<file path="src/common/efh_consts.svh">
// Constants for the Ethernet frame handling block: offsets, fields, frame sizes.
// Assumes inclusion by bare name from design and testbench files.
`ifndef EFH_CONSTS_SVH
`define EFH_CONSTS_SVH

// ----------------------------------------------------------------------------
// Register byte offsets
// ----------------------------------------------------------------------------
`define EFH_OFS_CTRL 12'h000
`define EFH_OFS_ADDR_LO 12'h004
`define EFH_OFS_ADDR_HI 12'h008
`define EFH_OFS_TXDATA 12'h00C
`define EFH_OFS_STATUS 12'h010
`define EFH_OFS_RXSTAT 12'h014

// ----------------------------------------------------------------------------
// Register fields and reset values
// ----------------------------------------------------------------------------
`define EFH_CTRL_RST 8'h00
`define EFH_CTRL_PAD 0
`define EFH_CTRL_CFG_HI 2
`define EFH_CTRL_HUGE 3
`define EFH_CTRL_CRCF 4
`define EFH_CTRL_UC 5
`define EFH_CTRL_MC 6
`define EFH_CTRL_BC 7
`define EFH_TXD_LAST 8
`define EFH_ST_TRUNC 3
`define EFH_RSV_CRC 16
`define EFH_RSV_MC 17
`define EFH_RSV_BC 18
`define EFH_RSV_UC 19

// ----------------------------------------------------------------------------
// Frame constants
// ----------------------------------------------------------------------------
`define EFH_PRE_BYTE 8'h55
`define EFH_SFD_BYTE 8'hD5
`define EFH_PAD_BYTE 8'h00
`define EFH_PRE_LAST 3'h6
`define EFH_FCS_LAST 2'h3
`define EFH_DEST_LAST 16'h0006
`define EFH_MIN_NOFCS 16'h003C
`define EFH_RUNT_MIN 16'h0012
`define EFH_TX_STD_MAX 16'h05EA
`define EFH_RX_STD_MAX 16'h05EE
`define EFH_CNT_SAT 16'hFFFF
`define EFH_BCAST 48'hFFFFFFFFFFFF

// ----------------------------------------------------------------------------
// CRC-32, reflected form
// ----------------------------------------------------------------------------
`define EFH_CRC_INIT 32'hFFFFFFFF
`define EFH_CRC_POLY 32'hEDB88320
`define EFH_CRC_RESIDUE 32'hDEBB20E3

`endif

</file>
<file path="src/common/efh_pkg.sv">
// Types shared by the Ethernet frame handling design files.
// Assumes efh_consts.svh on the include path.
package efh_pkg;

  // --------------------------------------------------------------------------
  // State and register select encodings
  // --------------------------------------------------------------------------
  typedef enum logic [5:0] {
    TX_IDLE = 6'b000001,
    TX_PRE = 6'b000010,
    TX_SFD = 6'b000100,
    TX_DATA = 6'b001000,
    TX_PAD = 6'b010000,
    TX_FCS = 6'b100000
  } efh_tx_state_e;

  typedef enum logic [2:0] {
    RX_HUNT = 3'b001,
    RX_FRAME = 3'b010,
    RX_DONE = 3'b100
  } efh_rx_state_e;

  typedef enum logic [2:0] {
    SEL_NONE = 3'h0,
    SEL_CTRL = 3'h1,
    SEL_ADDR_LO = 3'h2,
    SEL_ADDR_HI = 3'h3,
    SEL_TXDATA = 3'h4,
    SEL_STATUS = 3'h5,
    SEL_RXSTAT = 3'h6
  } efh_sel_e;

endpackage

</file>
<file path="src/common/efh_crc_if.sv">
// Carrier between the frame logic and one CRC engine.
// Assumes both ends on the same pclk domain.
`timescale 1ns/10ps
interface efh_crc_if;
  logic init;
  logic en;
  logic [7:0] data;
  logic [31:0] crc;
  logic good;
  modport user (output init, output en, output data, input crc, input good);
  modport engine (input init, input en, input data, output crc, output good);
endinterface

</file>
<file path="src/verilog/efh_crc.sv">
// Byte-wide CRC-32 engine, least significant bit first.
// Assumes init and en are never high together with different intent; init wins.
`timescale 1ns/10ps
`include "efh_consts.svh"
module efh_crc (
  // Clock and reset
  input wire logic pclk,
  input wire logic presetn,
  // Engine side
  efh_crc_if.engine c
);
  import efh_pkg::*;

  logic [31:0] crc_q;
  logic [31:0] crc_d;
  logic [31:0] mix;

  // --------------------------------------------------------------------------
  // Next state
  // --------------------------------------------------------------------------
  always_comb begin
    mix = crc_q ^ {24'h000000, c.data};
    for (int i = 0; i < 8; i++) begin
      mix = mix[0] ? ((mix >> 1) ^ `EFH_CRC_POLY) : (mix >> 1);
    end
    crc_d = crc_q;
    if (c.init) begin
      crc_d = `EFH_CRC_INIT;
    end else if (c.en) begin
      crc_d = mix;
    end
  end

  always_ff @(posedge pclk or negedge presetn) begin
    if (!presetn) begin
      crc_q <= `EFH_CRC_INIT;
    end else begin
      crc_q <= crc_d;
    end
  end

  assign c.crc = crc_q;
  assign c.good = (crc_q == `EFH_CRC_RESIDUE);

endmodule // efh_crc

</file>
<file path="src/verilog/efh_top.sv">
// Ethernet frame handling: APB registers, transmit framing, receive checking.
// Assumes medium byte streams and receive buffer port run on pclk.
//
// The placing of the registers and the APB slave port are this design's own decisions.
`timescale 1ns/10ps
`include "efh_consts.svh"
// Function
// - Send seven preamble bytes and delimiter before each frame; strip them on receive.
// - Preamble and delimiter made and removed by hardware only, never via buffer.
// - Accepted receive frames keep padding and four CRC bytes in buffer.
// - Destination with first byte bit zero set is multicast, else unicast.
// - All-ones destination is broadcast, a special multicast.
// - Separate accept filters for unicast, multicast and broadcast destinations.
// - Station address only feeds unicast filter; source sent as written.
// - Data field limited to 1500 bytes unless huge frames enabled; transmit still sends the last host byte after the first 1514, so 1501.
// - Standard frame 64 to 1518 bytes; 60 before CRC; short data padded.
// - Pad configuration selects zero padding of short transmit frames.
// - Undersize frames sent as commanded when padding off, no flag.
// - Received frames under 18 bytes dropped; others go to filtering.
// - Frame check is standard CRC-32 over destination through padding.
// - CRC checked on every frame; discard bad ones when CRC filter enabled.
// - With CRC filter off, store frame and report CRC validity in status.
// - Configuration selects hardware CRC append, else host supplies CRC.
module efh_top (
  // Clock and reset
  input wire logic pclk,
  input wire logic presetn,
  // APB slave
  input wire logic psel,
  input wire logic penable,
  input wire logic pwrite,
  input wire logic [11:0] paddr,
  input wire logic [31:0] pwdata,
  output logic [31:0] prdata,
  output logic pready,
  output logic pslverr,
  // Transmit byte stream to medium
  output logic tx_valid,
  output logic [7:0] tx_data,
  output logic tx_last,
  input wire logic tx_ready,
  // Receive byte stream from medium
  input wire logic rx_valid,
  input wire logic [7:0] rx_data,
  input wire logic rx_last,
  // Receive packet buffer write port
  output logic rxb_we,
  output logic [7:0] rxb_data,
  output logic rxb_commit,
  output logic rxb_abort
);
  import efh_pkg::*;

  // --------------------------------------------------------------------------
  // Address decode
  // --------------------------------------------------------------------------
  function automatic efh_sel_e efh_decode(input logic [11:0] a);
    if (a == `EFH_OFS_CTRL) begin
      return SEL_CTRL;
    end else if (a == `EFH_OFS_ADDR_LO) begin
      return SEL_ADDR_LO;
    end else if (a == `EFH_OFS_ADDR_HI) begin
      return SEL_ADDR_HI;
    end else if (a == `EFH_OFS_TXDATA) begin
      return SEL_TXDATA;
    end else if (a == `EFH_OFS_STATUS) begin
      return SEL_STATUS;
    end else if (a == `EFH_OFS_RXSTAT) begin
      return SEL_RXSTAT;
    end else begin
      return SEL_NONE;
    end
  endfunction

  efh_crc_if txc ();
  efh_crc_if rxc ();

  efh_crc u_tx_crc (.pclk(pclk), .presetn(presetn), .c(txc));
  efh_crc u_rx_crc (.pclk(pclk), .presetn(presetn), .c(rxc));

  efh_sel_e sel;
  logic access;
  logic wr;
  logic [7:0] ctrl_q, ctrl_d;
  logic [31:0] addr_lo_q, addr_lo_d;
  logic [15:0] addr_hi_q, addr_hi_d;
  logic [31:0] prdata_q, prdata_d;
  logic [7:0] hold_q, hold_d;
  logic hold_last_q, hold_last_d;
  logic hold_full_q, hold_full_d;
  logic trunc_q, trunc_d;
  efh_tx_state_e tx_state_q, tx_state_d;
  logic [2:0] pcnt_q, pcnt_d;
  logic [1:0] fcnt_q, fcnt_d;
  logic [15:0] tcnt_q, tcnt_d;
  logic tx_valid_q, tx_valid_d;
  logic [7:0] tx_data_q, tx_data_d;
  logic tx_last_q, tx_last_d;
  logic out_free;
  logic pad_en;
  logic crc_app;
  logic huge;
  logic over;
  efh_rx_state_e rx_state_q, rx_state_d;
  logic [15:0] rcnt_q, rcnt_d;
  logic [47:0] dest_q, dest_d;
  logic [19:0] rsv_q, rsv_d;
  logic rxb_we_q, rxb_we_d;
  logic [7:0] rxb_data_q, rxb_data_d;
  logic rxb_commit_q, rxb_commit_d;
  logic rxb_abort_q, rxb_abort_d;
  logic is_mc, is_bc, is_uc, pass, keep;

  assign sel = efh_decode(paddr);
  assign access = psel & penable;
  assign pready = !(access & pwrite & (sel == SEL_TXDATA) & hold_full_q);
  assign pslverr = access & (sel == SEL_NONE);
  assign wr = access & pwrite & pready & (sel != SEL_NONE);
  assign pad_en = ctrl_q[`EFH_CTRL_PAD];
  assign crc_app = |ctrl_q[`EFH_CTRL_CFG_HI:`EFH_CTRL_PAD];
  assign huge = ctrl_q[`EFH_CTRL_HUGE];
  assign out_free = !tx_valid_q | tx_ready;
  assign over = !huge & (tcnt_q >= `EFH_TX_STD_MAX);

  // --------------------------------------------------------------------------
  // Registers and transmit framing
  // --------------------------------------------------------------------------
  always_comb begin
    ctrl_d = ctrl_q;
    addr_lo_d = addr_lo_q;
    addr_hi_d = addr_hi_q;
    hold_d = hold_q;
    hold_last_d = hold_last_q;
    hold_full_d = hold_full_q;
    trunc_d = trunc_q;
    prdata_d = prdata_q;
    tx_state_d = tx_state_q;
    pcnt_d = pcnt_q;
    fcnt_d = fcnt_q;
    tcnt_d = tcnt_q;
    tx_valid_d = tx_valid_q & !tx_ready;
    tx_data_d = tx_data_q;
    tx_last_d = tx_last_q;
    txc.init = 1'b0;
    txc.en = 1'b0;
    txc.data = `EFH_PAD_BYTE;
    if (psel & !penable) begin
      if (sel == SEL_CTRL) begin
        prdata_d = {24'h000000, ctrl_q};
      end else if (sel == SEL_ADDR_LO) begin
        prdata_d = addr_lo_q;
      end else if (sel == SEL_ADDR_HI) begin
        prdata_d = {16'h0000, addr_hi_q};
      end else if (sel == SEL_TXDATA) begin
        prdata_d = {23'h000000, hold_last_q, hold_q};
      end else if (sel == SEL_STATUS) begin
        prdata_d = {28'h0000000, trunc_q, (rx_state_q != RX_HUNT), hold_full_q, (tx_state_q != TX_IDLE)};
      end else if (sel == SEL_RXSTAT) begin
        prdata_d = {12'h000, rsv_q};
      end else begin
        prdata_d = 32'h00000000;
      end
    end
    if (wr) begin
      if (sel == SEL_CTRL) begin
        ctrl_d = pwdata[7:0];
      end else if (sel == SEL_ADDR_LO) begin
        addr_lo_d = pwdata;
      end else if (sel == SEL_ADDR_HI) begin
        addr_hi_d = pwdata[15:0];
      end else if (sel == SEL_TXDATA) begin
        hold_d = pwdata[7:0];
        hold_last_d = pwdata[`EFH_TXD_LAST];
        hold_full_d = 1'b1;
      end else if (sel == SEL_STATUS) begin
        if (pwdata[`EFH_ST_TRUNC]) begin
          trunc_d = 1'b0;
        end
      end
    end
    case (tx_state_q)
      TX_IDLE: begin
        if (hold_full_q) begin
          tx_state_d = TX_PRE;
          pcnt_d = 3'h0;
        end
      end
      TX_PRE: begin
        if (out_free) begin
          tx_valid_d = 1'b1;
          tx_data_d = `EFH_PRE_BYTE;
          tx_last_d = 1'b0;
          if (pcnt_q == `EFH_PRE_LAST) begin
            tx_state_d = TX_SFD;
          end else begin
            pcnt_d = pcnt_q + 3'h1;
          end
        end
      end
      TX_SFD: begin
        if (out_free) begin
          tx_valid_d = 1'b1;
          tx_data_d = `EFH_SFD_BYTE;
          tx_last_d = 1'b0;
          txc.init = 1'b1;
          tcnt_d = 16'h0000;
          tx_state_d = TX_DATA;
        end
      end
      TX_DATA: begin
        if (out_free & hold_full_q) begin
          hold_full_d = 1'b0;
          tcnt_d = (tcnt_q == `EFH_CNT_SAT) ? tcnt_q : tcnt_q + 16'h0001;
          if (over) begin
            trunc_d = 1'b1;
          end
          if (!over | hold_last_q) begin
            tx_valid_d = 1'b1;
            tx_data_d = hold_q;
            tx_last_d = 1'b0;
            txc.en = 1'b1;
            txc.data = hold_q;
          end
          if (hold_last_q) begin
            if (pad_en & (tcnt_d < `EFH_MIN_NOFCS)) begin
              tx_state_d = TX_PAD;
            end else if (crc_app) begin
              tx_state_d = TX_FCS;
              fcnt_d = 2'h0;
            end else begin
              tx_last_d = 1'b1;
              tx_state_d = TX_IDLE;
            end
          end
        end
      end
      TX_PAD: begin
        if (out_free) begin
          tx_valid_d = 1'b1;
          tx_data_d = `EFH_PAD_BYTE;
          tx_last_d = 1'b0;
          txc.en = 1'b1;
          tcnt_d = tcnt_q + 16'h0001;
          if (tcnt_d == `EFH_MIN_NOFCS) begin
            tx_state_d = TX_FCS;
            fcnt_d = 2'h0;
          end
        end
      end
      TX_FCS: begin
        if (out_free) begin
          tx_valid_d = 1'b1;
          tx_data_d = ~txc.crc[{fcnt_q, 3'b000} +: 8];
          tx_last_d = (fcnt_q == `EFH_FCS_LAST);
          if (fcnt_q == `EFH_FCS_LAST) begin
            tx_state_d = TX_IDLE;
          end else begin
            fcnt_d = fcnt_q + 2'h1;
          end
        end
      end
      default: begin
        tx_state_d = TX_IDLE;
      end
    endcase
  end

  always_ff @(posedge pclk or negedge presetn) begin
    if (!presetn) begin
      ctrl_q <= `EFH_CTRL_RST;
      addr_lo_q <= 32'h00000000;
      addr_hi_q <= 16'h0000;
      hold_q <= 8'h00;
      hold_last_q <= 1'b0;
      hold_full_q <= 1'b0;
      trunc_q <= 1'b0;
      prdata_q <= 32'h00000000;
      tx_state_q <= TX_IDLE;
      pcnt_q <= 3'h0;
      fcnt_q <= 2'h0;
      tcnt_q <= 16'h0000;
      tx_valid_q <= 1'b0;
      tx_data_q <= 8'h00;
      tx_last_q <= 1'b0;
    end else begin
      ctrl_q <= ctrl_d;
      addr_lo_q <= addr_lo_d;
      addr_hi_q <= addr_hi_d;
      hold_q <= hold_d;
      hold_last_q <= hold_last_d;
      hold_full_q <= hold_full_d;
      trunc_q <= trunc_d;
      prdata_q <= prdata_d;
      tx_state_q <= tx_state_d;
      pcnt_q <= pcnt_d;
      fcnt_q <= fcnt_d;
      tcnt_q <= tcnt_d;
      tx_valid_q <= tx_valid_d;
      tx_data_q <= tx_data_d;
      tx_last_q <= tx_last_d;
    end
  end

  // --------------------------------------------------------------------------
  // Receive checking and filtering
  // --------------------------------------------------------------------------
  assign is_mc = dest_q[0];
  assign is_bc = (dest_q == `EFH_BCAST);
  assign is_uc = !dest_q[0] & (dest_q == {addr_hi_q, addr_lo_q});
  assign pass = (ctrl_q[`EFH_CTRL_BC:`EFH_CTRL_UC] == 3'h0) | (is_bc & ctrl_q[`EFH_CTRL_BC]) |
                (is_mc & !is_bc & ctrl_q[`EFH_CTRL_MC]) | (is_uc & ctrl_q[`EFH_CTRL_UC]);
  assign keep = (rcnt_q >= `EFH_RUNT_MIN) & pass &
                (huge | (rcnt_q <= `EFH_RX_STD_MAX)) &
                (rxc.good | !ctrl_q[`EFH_CTRL_CRCF]);

  always_comb begin
    rx_state_d = rx_state_q;
    rcnt_d = rcnt_q;
    dest_d = dest_q;
    rsv_d = rsv_q;
    rxb_we_d = 1'b0;
    rxb_data_d = rxb_data_q;
    rxb_commit_d = 1'b0;
    rxb_abort_d = 1'b0;
    rxc.init = 1'b0;
    rxc.en = 1'b0;
    rxc.data = rx_data;
    case (rx_state_q)
      RX_HUNT: begin
        if (rx_valid & !rx_last & (rx_data == `EFH_SFD_BYTE)) begin
          rx_state_d = RX_FRAME;
          rxc.init = 1'b1;
          rcnt_d = 16'h0000;
        end
      end
      RX_FRAME: begin
        if (rx_valid) begin
          rxb_we_d = 1'b1;
          rxb_data_d = rx_data;
          rxc.en = 1'b1;
          rcnt_d = (rcnt_q == `EFH_CNT_SAT) ? rcnt_q : rcnt_q + 16'h0001;
          if (rcnt_q < `EFH_DEST_LAST) begin
            dest_d = {rx_data, dest_q[47:8]};
          end
          if (rx_last) begin
            rx_state_d = RX_DONE;
          end
        end
      end
      RX_DONE: begin
        rx_state_d = RX_HUNT;
        rxb_commit_d = keep;
        rxb_abort_d = !keep;
        if (keep) begin
          rsv_d = {is_uc, is_bc, is_mc, rxc.good, rcnt_q};
        end
      end
      default: begin
        rx_state_d = RX_HUNT;
      end
    endcase
  end

  always_ff @(posedge pclk or negedge presetn) begin
    if (!presetn) begin
      rx_state_q <= RX_HUNT;
      rcnt_q <= 16'h0000;
      dest_q <= 48'h000000000000;
      rsv_q <= 20'h00000;
      rxb_we_q <= 1'b0;
      rxb_data_q <= 8'h00;
      rxb_commit_q <= 1'b0;
      rxb_abort_q <= 1'b0;
    end else begin
      rx_state_q <= rx_state_d;
      rcnt_q <= rcnt_d;
      dest_q <= dest_d;
      rsv_q <= rsv_d;
      rxb_we_q <= rxb_we_d;
      rxb_data_q <= rxb_data_d;
      rxb_commit_q <= rxb_commit_d;
      rxb_abort_q <= rxb_abort_d;
    end
  end

  // --------------------------------------------------------------------------
  // Outputs
  // --------------------------------------------------------------------------
  assign prdata = prdata_q;
  assign tx_valid = tx_valid_q;
  assign tx_data = tx_data_q;
  assign tx_last = tx_last_q;
  assign rxb_we = rxb_we_q;
  assign rxb_data = rxb_data_q;
  assign rxb_commit = rxb_commit_q;
  assign rxb_abort = rxb_abort_q;

endmodule // efh_top
</file>
<file path="config.mk">
export PLATFORM = sky130hd
export DESIGN_NAME = efh_top
export DESIGN_NICKNAME = d
export VERILOG_FILES = /design/src/common/efh_pkg.sv /design/src/common/efh_crc_if.sv /design/src/verilog/efh_crc.sv /design/src/verilog/efh_top.sv
export VERILOG_INCLUDE_DIRS = /design/src /design/src/common
export SDC_FILE = /design/constraint.sdc
export NUM_CORES = 1
export LEC_CHECK = 0
export BUFFER_PORTS_ARGS = -buffer_cell sky130_fd_sc_hd__buf_4
export CAP_MARGIN = 20
export CORE_ASPECT_RATIO = 1.1
export CORE_MARGIN = 8
export CORE_UTILIZATION = 55
export CTS_CLUSTER_SIZE = 16
export DETAILED_ROUTE_END_ITERATION = 7
export PLACE_DENSITY = 0.74
export SKIP_LAST_GASP = 1
export SLEW_MARGIN = 20
export SYNTH_ARGS = -nofsm -noshare
export SYNTH_HDL_FRONTEND = slang
export SYNTH_SLANG_ARGS = --single-unit
</file>
<file path="constraint.sdc">
create_clock -name pclk -period 3.8 [get_ports pclk]
set_input_delay 0.57 -clock pclk [delete_from_list [all_inputs] [get_ports pclk]]
set_output_delay 0.57 -clock pclk [all_outputs]
set_load 0.01 [all_outputs]
</file>
Yosys cells after proc, flatten, opt, wreduce, memory -nomap -nowiden --
Index checks and enable logic that the tools add are counted. W data, S select, Z words.
Cells by class: $lt $le $gt $ge 5, equality and inequality tests 51, shift-type cells 1, bitwise logic cells 51, mux-type cells 121, $add $sub $neg 4, reductions and logical operators 41
Operators by type and width (count):
- $mux W32 | 22
- $not A13 Y14 | 16
- $mux W16 | 7
- $mux W20 | 4
- $mux W6 | 12
- $mux W8 | 9
- $xor A32 B8 Y32 | 2
- $eq A48 B48 Y1 | 1
- $eq A48 B48 Y1 const B | 1
- $pmux W16 S3 | 1
- $pmux W8 S5 | 1
- $ne A2 B2 Y1 const B | 19
- $mux W1 | 37
- $mux W3 | 12
- $pmux W6 S6 | 1
- $add A16 B1 Y16 const B | 2
- $eq A16 B16 Y1 const B | 2
- $eq A32 B32 Y1 const B | 1
- $pmux W16 S2 | 1
- $shiftx A32 B6 Y8 | 1
- $eq A12 B4 Y1 const B | 2
- $eq A12 B5 Y1 const B | 2
- $and A1 B1 Y1 | 22
- $reduce_and A4 Y1 | 5
- 45 further kinds | 91
Storage, ports and cells: bits in registers 298, output and inout port bits 55, input bits 60

Depth between registers and ports, before layout --
depth after elaboration 26, depth in mapped cells 12, gate-level depth less buffers 10

Cells and area by module --
From an unflattened synthesis, not the netlist that was laid out.
Unflattened totals: cells, all modules 1474, area, all modules 16181.8 sq um
By module, submodules not included:
- efh_top | cells each 1069, sequential area each 5858.1 sq um, instances 1, area each 11713.7 sq um
- efh_crc (u_rx_crc) | cells each 208, sequential area each 840.8 sq um, instances 1, area each 2259.7 sq um
- efh_crc (u_tx_crc) | cells each 197, sequential area each 840.8 sq um, instances 1, area each 2208.4 sq um

Least setup slack after synthesis --
Ideal clock, no wire load.
kind register -> register, from register tcnt_q[9], to register u_tx_crc.crc_q[20] (netlist: u_tx_crc.c.crc[20]), arrival 2.912 ns, setup slack 0.815 ns, buffers on the path 2, stages on the path, launching flop included 11, cell sequence dfrtp_1 -> buf_2 -> or4b_4 -> nor4_4 -> o21ba_1 -> buf_4 -> o311ai_4 -> xor2_4 -> xor3_2 -> xnor2_1 -> a21oi_1
Between the ends: longest elaborated chain between the ends 23
RTL lines:
- from (decl) | line efh_top.sv:95 | logic [15:0] tcnt_q, tcnt_d;
- from (signal assigned) | line efh_top.sv:297 | tcnt_q <= tcnt_d;
- $ge A16 B11 Y1 (no source line) *
- $and A1 B1 Y1 * | line efh_top.sv:123 | assign over = !huge & (tcnt_q >= `EFH_TX_STD_MAX);
- $logic_not A1 Y1 * | line efh_top.sv:217 | if (!over | hold_last_q) begin
- $or A1 B1 Y1 * | line efh_top.sv:217
- $mux W8 | line efh_top.sv:217
- $mux W8 | line efh_top.sv:211 | if (out_free & hold_full_q) begin
- $mux W8 | line efh_top.sv:181 | case (tx_state_q)
- $xor A32 B8 Y32 | line efh_crc.sv:22 | mix = crc_q ^ {24'h000000, c.data};
- [6 not listed]
- $not A13 Y14 (no source line)
- $mux W32 (2 in a row) | line efh_crc.sv:24 | mix = mix[0] ? ((mix >> 1) ^ `EFH_CRC_POLY) : (mix >> 1);
- $not A13 Y14 (no source line)
- $mux W32 | line efh_crc.sv:24
- $not A13 Y14 (no source line)
- $mux W32 | line efh_crc.sv:24
- $mux W32 | line efh_crc.sv:29 | end else if (c.en) begin
- $mux W32 | line efh_crc.sv:27 | if (c.init) begin
- to (signal assigned) | line efh_crc.sv:36 | crc_q <= `EFH_CRC_INIT;
- to (signal assigned) | line efh_crc.sv:38 | crc_q <= crc_d;
- to (decl) | line efh_crc.sv:14 | logic [31:0] crc_q;
Mark *: on every way between the ends. The rest lies on a longest branch, timed or not. The select of a mux whose other input is x is not followed. A chain may end at the register's enable or synchronous reset.

Final worst setup path --
from register tcnt_q[11], to register u_tx_crc.crc_q[20] (netlist: u_tx_crc.c.crc[20])
Same word-level chain as after synthesis.

==> out/metrics.yaml <==
outcome: "completed"
core_um2: 28400
synthFlopType: "dfrtp_1"
rows: 65
finalSetupViolCount: 0
port_buffers: 114
tritoncts: "built"
overflow: 0
die_w_um: 177
ir_drop_mv: 0.359
netlist_area_um2: 15700
fin_cells: 2012
hold_path_startpoint: "pwdata[29]"
synthesis.nets: 1586
cts_sinks: 298
synthCells: 1519
cts_buffer_depth: 3
drt_iter0_markers: 1035
p_leak_nw: 8.25
maxSlewHeadroom: 0.281
clock_latency_ps: 580
hold_violations: 0
place_congestion: 0.969
finalNetCount: 1687
crit_path_end_kind: "flop"
cts-root-buf: "clkbuf_16"
grt_setup_unrepaired: "no"
ios: 115
finish.utilization: 0.636
fmax_mhz: 304
num-fill-cells: 2340
ys_async_sr_fraction: 1.00
clk_pin_slew_ps: 60
die_y_um: 193
die-area_um2: 34200
worst_pin_slew_ps: 1070
route.detailed.drc: 0
crit_type: "flop to flop"
antenna_cells: 0
multi_input_area_um2: 7770
r2r_end: "u_tx_crc.c.crc[20]"
hold_path_class: "input port to flop"
vias: 12100
min_period_ps: 3290
antenna_found_initial: 0
dpl.hpwl_mm: 30.3
critPathLaunchType: "flop"
min_to: "addr_lo_q[29]"
arrival_ps: 3780
gr-usage-all-layers: 0.243
routed_wl_mm: 41.5
post-place-cells: 1955
slew_violations: 0
r2r_start: "tcnt_q[11]"
ys_ff_latch: 298
cts_buffers: 30
seq_area_frac_synth: 0.481
crit_fanout: 13
cts_resized: 0
yosys_warnings: 0
start_util: 0.553
powerDensity_nw_per_um2: 409
tns_ps: 0
ys_types: 73
skew_ps: 33.1
firstDrtPassIters: 7
cap_viol_max_count: 0
cp.required_ps: 4300
place_area_um2: 17000
rr_worst_depth: 8
vias_per_cell: 6.03
grt_pass1_vias: 12100
min_period_over_period: 0.865
design_area_um2: 18100
r2r_slack_ps: 510
drive_above_1_share: 0.255
synth_edf_count: 0
wl_per_cell_um: 20.6
post-cts-setup-buffer-count: 0
grt_max_degree: 90
syn_area_per_cell_um2: 10.3
h-tree-depth: 1
regArea_um2: 7540
postCtsHoldBufs: 1
worstHoldPathCells: 2
grt_pass1_wl_mm: 66.5
drtAntennaViolNets: 0
areaGrowthSynthToFinish_pct: 15.1
[how the worst max path moves through the flow]
stage | from | endpoint | slack (ps) | cells past startpoint
detailed placement | tcnt_q[11] | u_tx_crc.c.crc[20] | 530 | 8
floorplan | tcnt_q[9] | u_tx_crc.c.crc[20] | 810 | 10
global route | tcnt_q[11] | u_tx_crc.c.crc[20] | 390 | 8
CTS | tcnt_q[11] | u_tx_crc.c.crc[20] | 520 | 8
global placement | tcnt_q[11] | u_tx_crc.c.crc[23] | 590 | 8
finish | tcnt_q[11] | u_tx_crc.c.crc[20] | 510 | 8
[Yosys cell counts (4+ instances only)]
cell / number / area [um^2]
dfrtp_1: 232 / 5810
nand2_1: 153 / 574
mux2_2: 127 / 1430
a21oi_1: 107 / 536
o21ai_0: 106 / 531
xnor2_1: 103 / 902
xor2_1: 101 / 885
nor2_1: 86 / 323
clkbuf_1: 73 / 274
dfstp_2: 66 / 1730
nor3_1: 50 / 250
nand3_1: 36 / 180
nand4_1: 29 / 181
inv_1: 24 / 90.1
nor4_1: 21 / 131
nand2b_1: 14 / 87.6
a222oi_1: 11 / 110
and3_1: 11 / 68.8
a22o_1: 10 / 87.6
or3_1: 9 / 56.3
a31oi_1: 8 / 50.1
and2_1: 8 / 50.1
mux4_2: 8 / 180
a211oi_1: 7 / 52.6
ha_1: 7 / 87.6
buf_2: 6 / 30.0
nor2b_1: 6 / 37.5
nor3b_1: 6 / 45.0
o211ai_1: 6 / 45.0
a21o_1: 5 / 37.5
o22a_1: 5 / 43.8
a22oi_1: 4 / 30.0
and4_1: 4 / 35.0
nor4b_1: 4 / 35.0
o22ai_1: 4 / 25.0
o31ai_1: 4 / 30.0
or4_1: 4 / 30.0
[layout make-up]
| class | count | area share |
|---|---|---|
| Timing Repair Buffer | 151 | 0.0654 |
| Inverter | 25 | 0.00520 |
| Tap cell | 368 | 0.0255 |
| Clock inverter | 7 | 0.00527 |
| Multi-Input combinational cell | 1114 | 0.431 |
| Sequential cell | 298 | 0.418 |
| Clock buffer | 49 | 0.0505 |
[flip-flops by register name, indices dropped and copies added (netlist names), 2 cells and up]
name            flops
rcnt_q             16
u_tx_crc.c.crc     32
rxb_data            8
addr_lo_q          32
tcnt_q             16
hold_q              8
rx_state_q          3
addr_hi_q          16
fcnt_q              2
ctrl_q              8
u_rx_crc.c.crc     32
dest_q             48
pcnt_q              3
tx_data             8
prdata             32
rsv_q              20
tx_state_q          6
[logic make-up (layout without fill, tap and decap cells)]
| family | Yosys count | after routing | synth area share |
|---|---|---|---|
| AOI/OAI and AO/OA | 302 | 302 | 0.116 |
| xor gates and xnor gates | 210 | 210 | 0.123 |
| adders and majority gates | 7 | 7 | 0.00558 |
| buffers and inverters | 107 | 232 | 0.0263 |
| DFF | 298 | 298 | 0.481 |
| muxes | 138 | 138 | 0.105 |
| and+or+nand+nor | 457 | 457 | 0.144 |
[worst max-delay path, cell delays in order (launching register included)]
cell and delay [ps]:
dfrtp_1 510, or4b_4 580, nor4_4 500, o21ba_1 310
o311ai_4 220, xor2_4 310, xor3_2 520, xnor2_1 140
a21oi_1 150
[per-layer routing]
metal	global-route usage	wire, um	vias to the layer above
met5	0	0	-
met2	0.407	20100	423
met4	0.0806	1340	0
met3	0.0335	2540	80
met1	0.322	17500	6027
li1	-	-	5594
[power by group]
group | switching (mW) | leakage (nW) | total (mW) | internal [mW]
sequential | 0.141 | 3.85 | 3.43 | 3.29
combinational | 0.527 | 3.90 | 0.965 | 0.438
clock | 1.22 | 0.495 | 2.98 | 1.77
[layout by cell type, fill, tap and decap left out, types with 9 or more instances in the layout]
cell type / netlist / final
a21oi_1: 107 / 107
a222oi_1: 11 / 11
a22o_1: 10 / 10
and3_1: 11 / 10
buf_4: 1 / 146
clkbuf_1: 73 / 10
clkbuf_16: 0 / 30
clkbuf_8: 0 / 9
dfrtp_1: 232 / 232
dfstp_2: 66 / 66
inv_1: 24 / 24
mux2_2: 127 / 127
nand2_1: 153 / 153
nand2b_1: 14 / 13
nand3_1: 36 / 36
nand4_1: 29 / 29
nor2_1: 86 / 86
nor3_1: 50 / 48
nor4_1: 21 / 20
o21ai_0: 106 / 106
or3_1: 9 / 9
xnor2_1: 103 / 103
xor2_1: 101 / 101
[stage by stage]
step | power [mW] | setup slack (ps) | hold WS [ps]
final | 7.38 | 513 | 228
after floorplan | 4.03 | 815 | 274
after CTS | 7.45 | 524 | 213
after detailed placement | 4.45 | 525 | 469
after global placement | 4.42 | 587 | 461
after global routing | 7.68 | 393 | 226
Power figures use the tool's default switching activity.
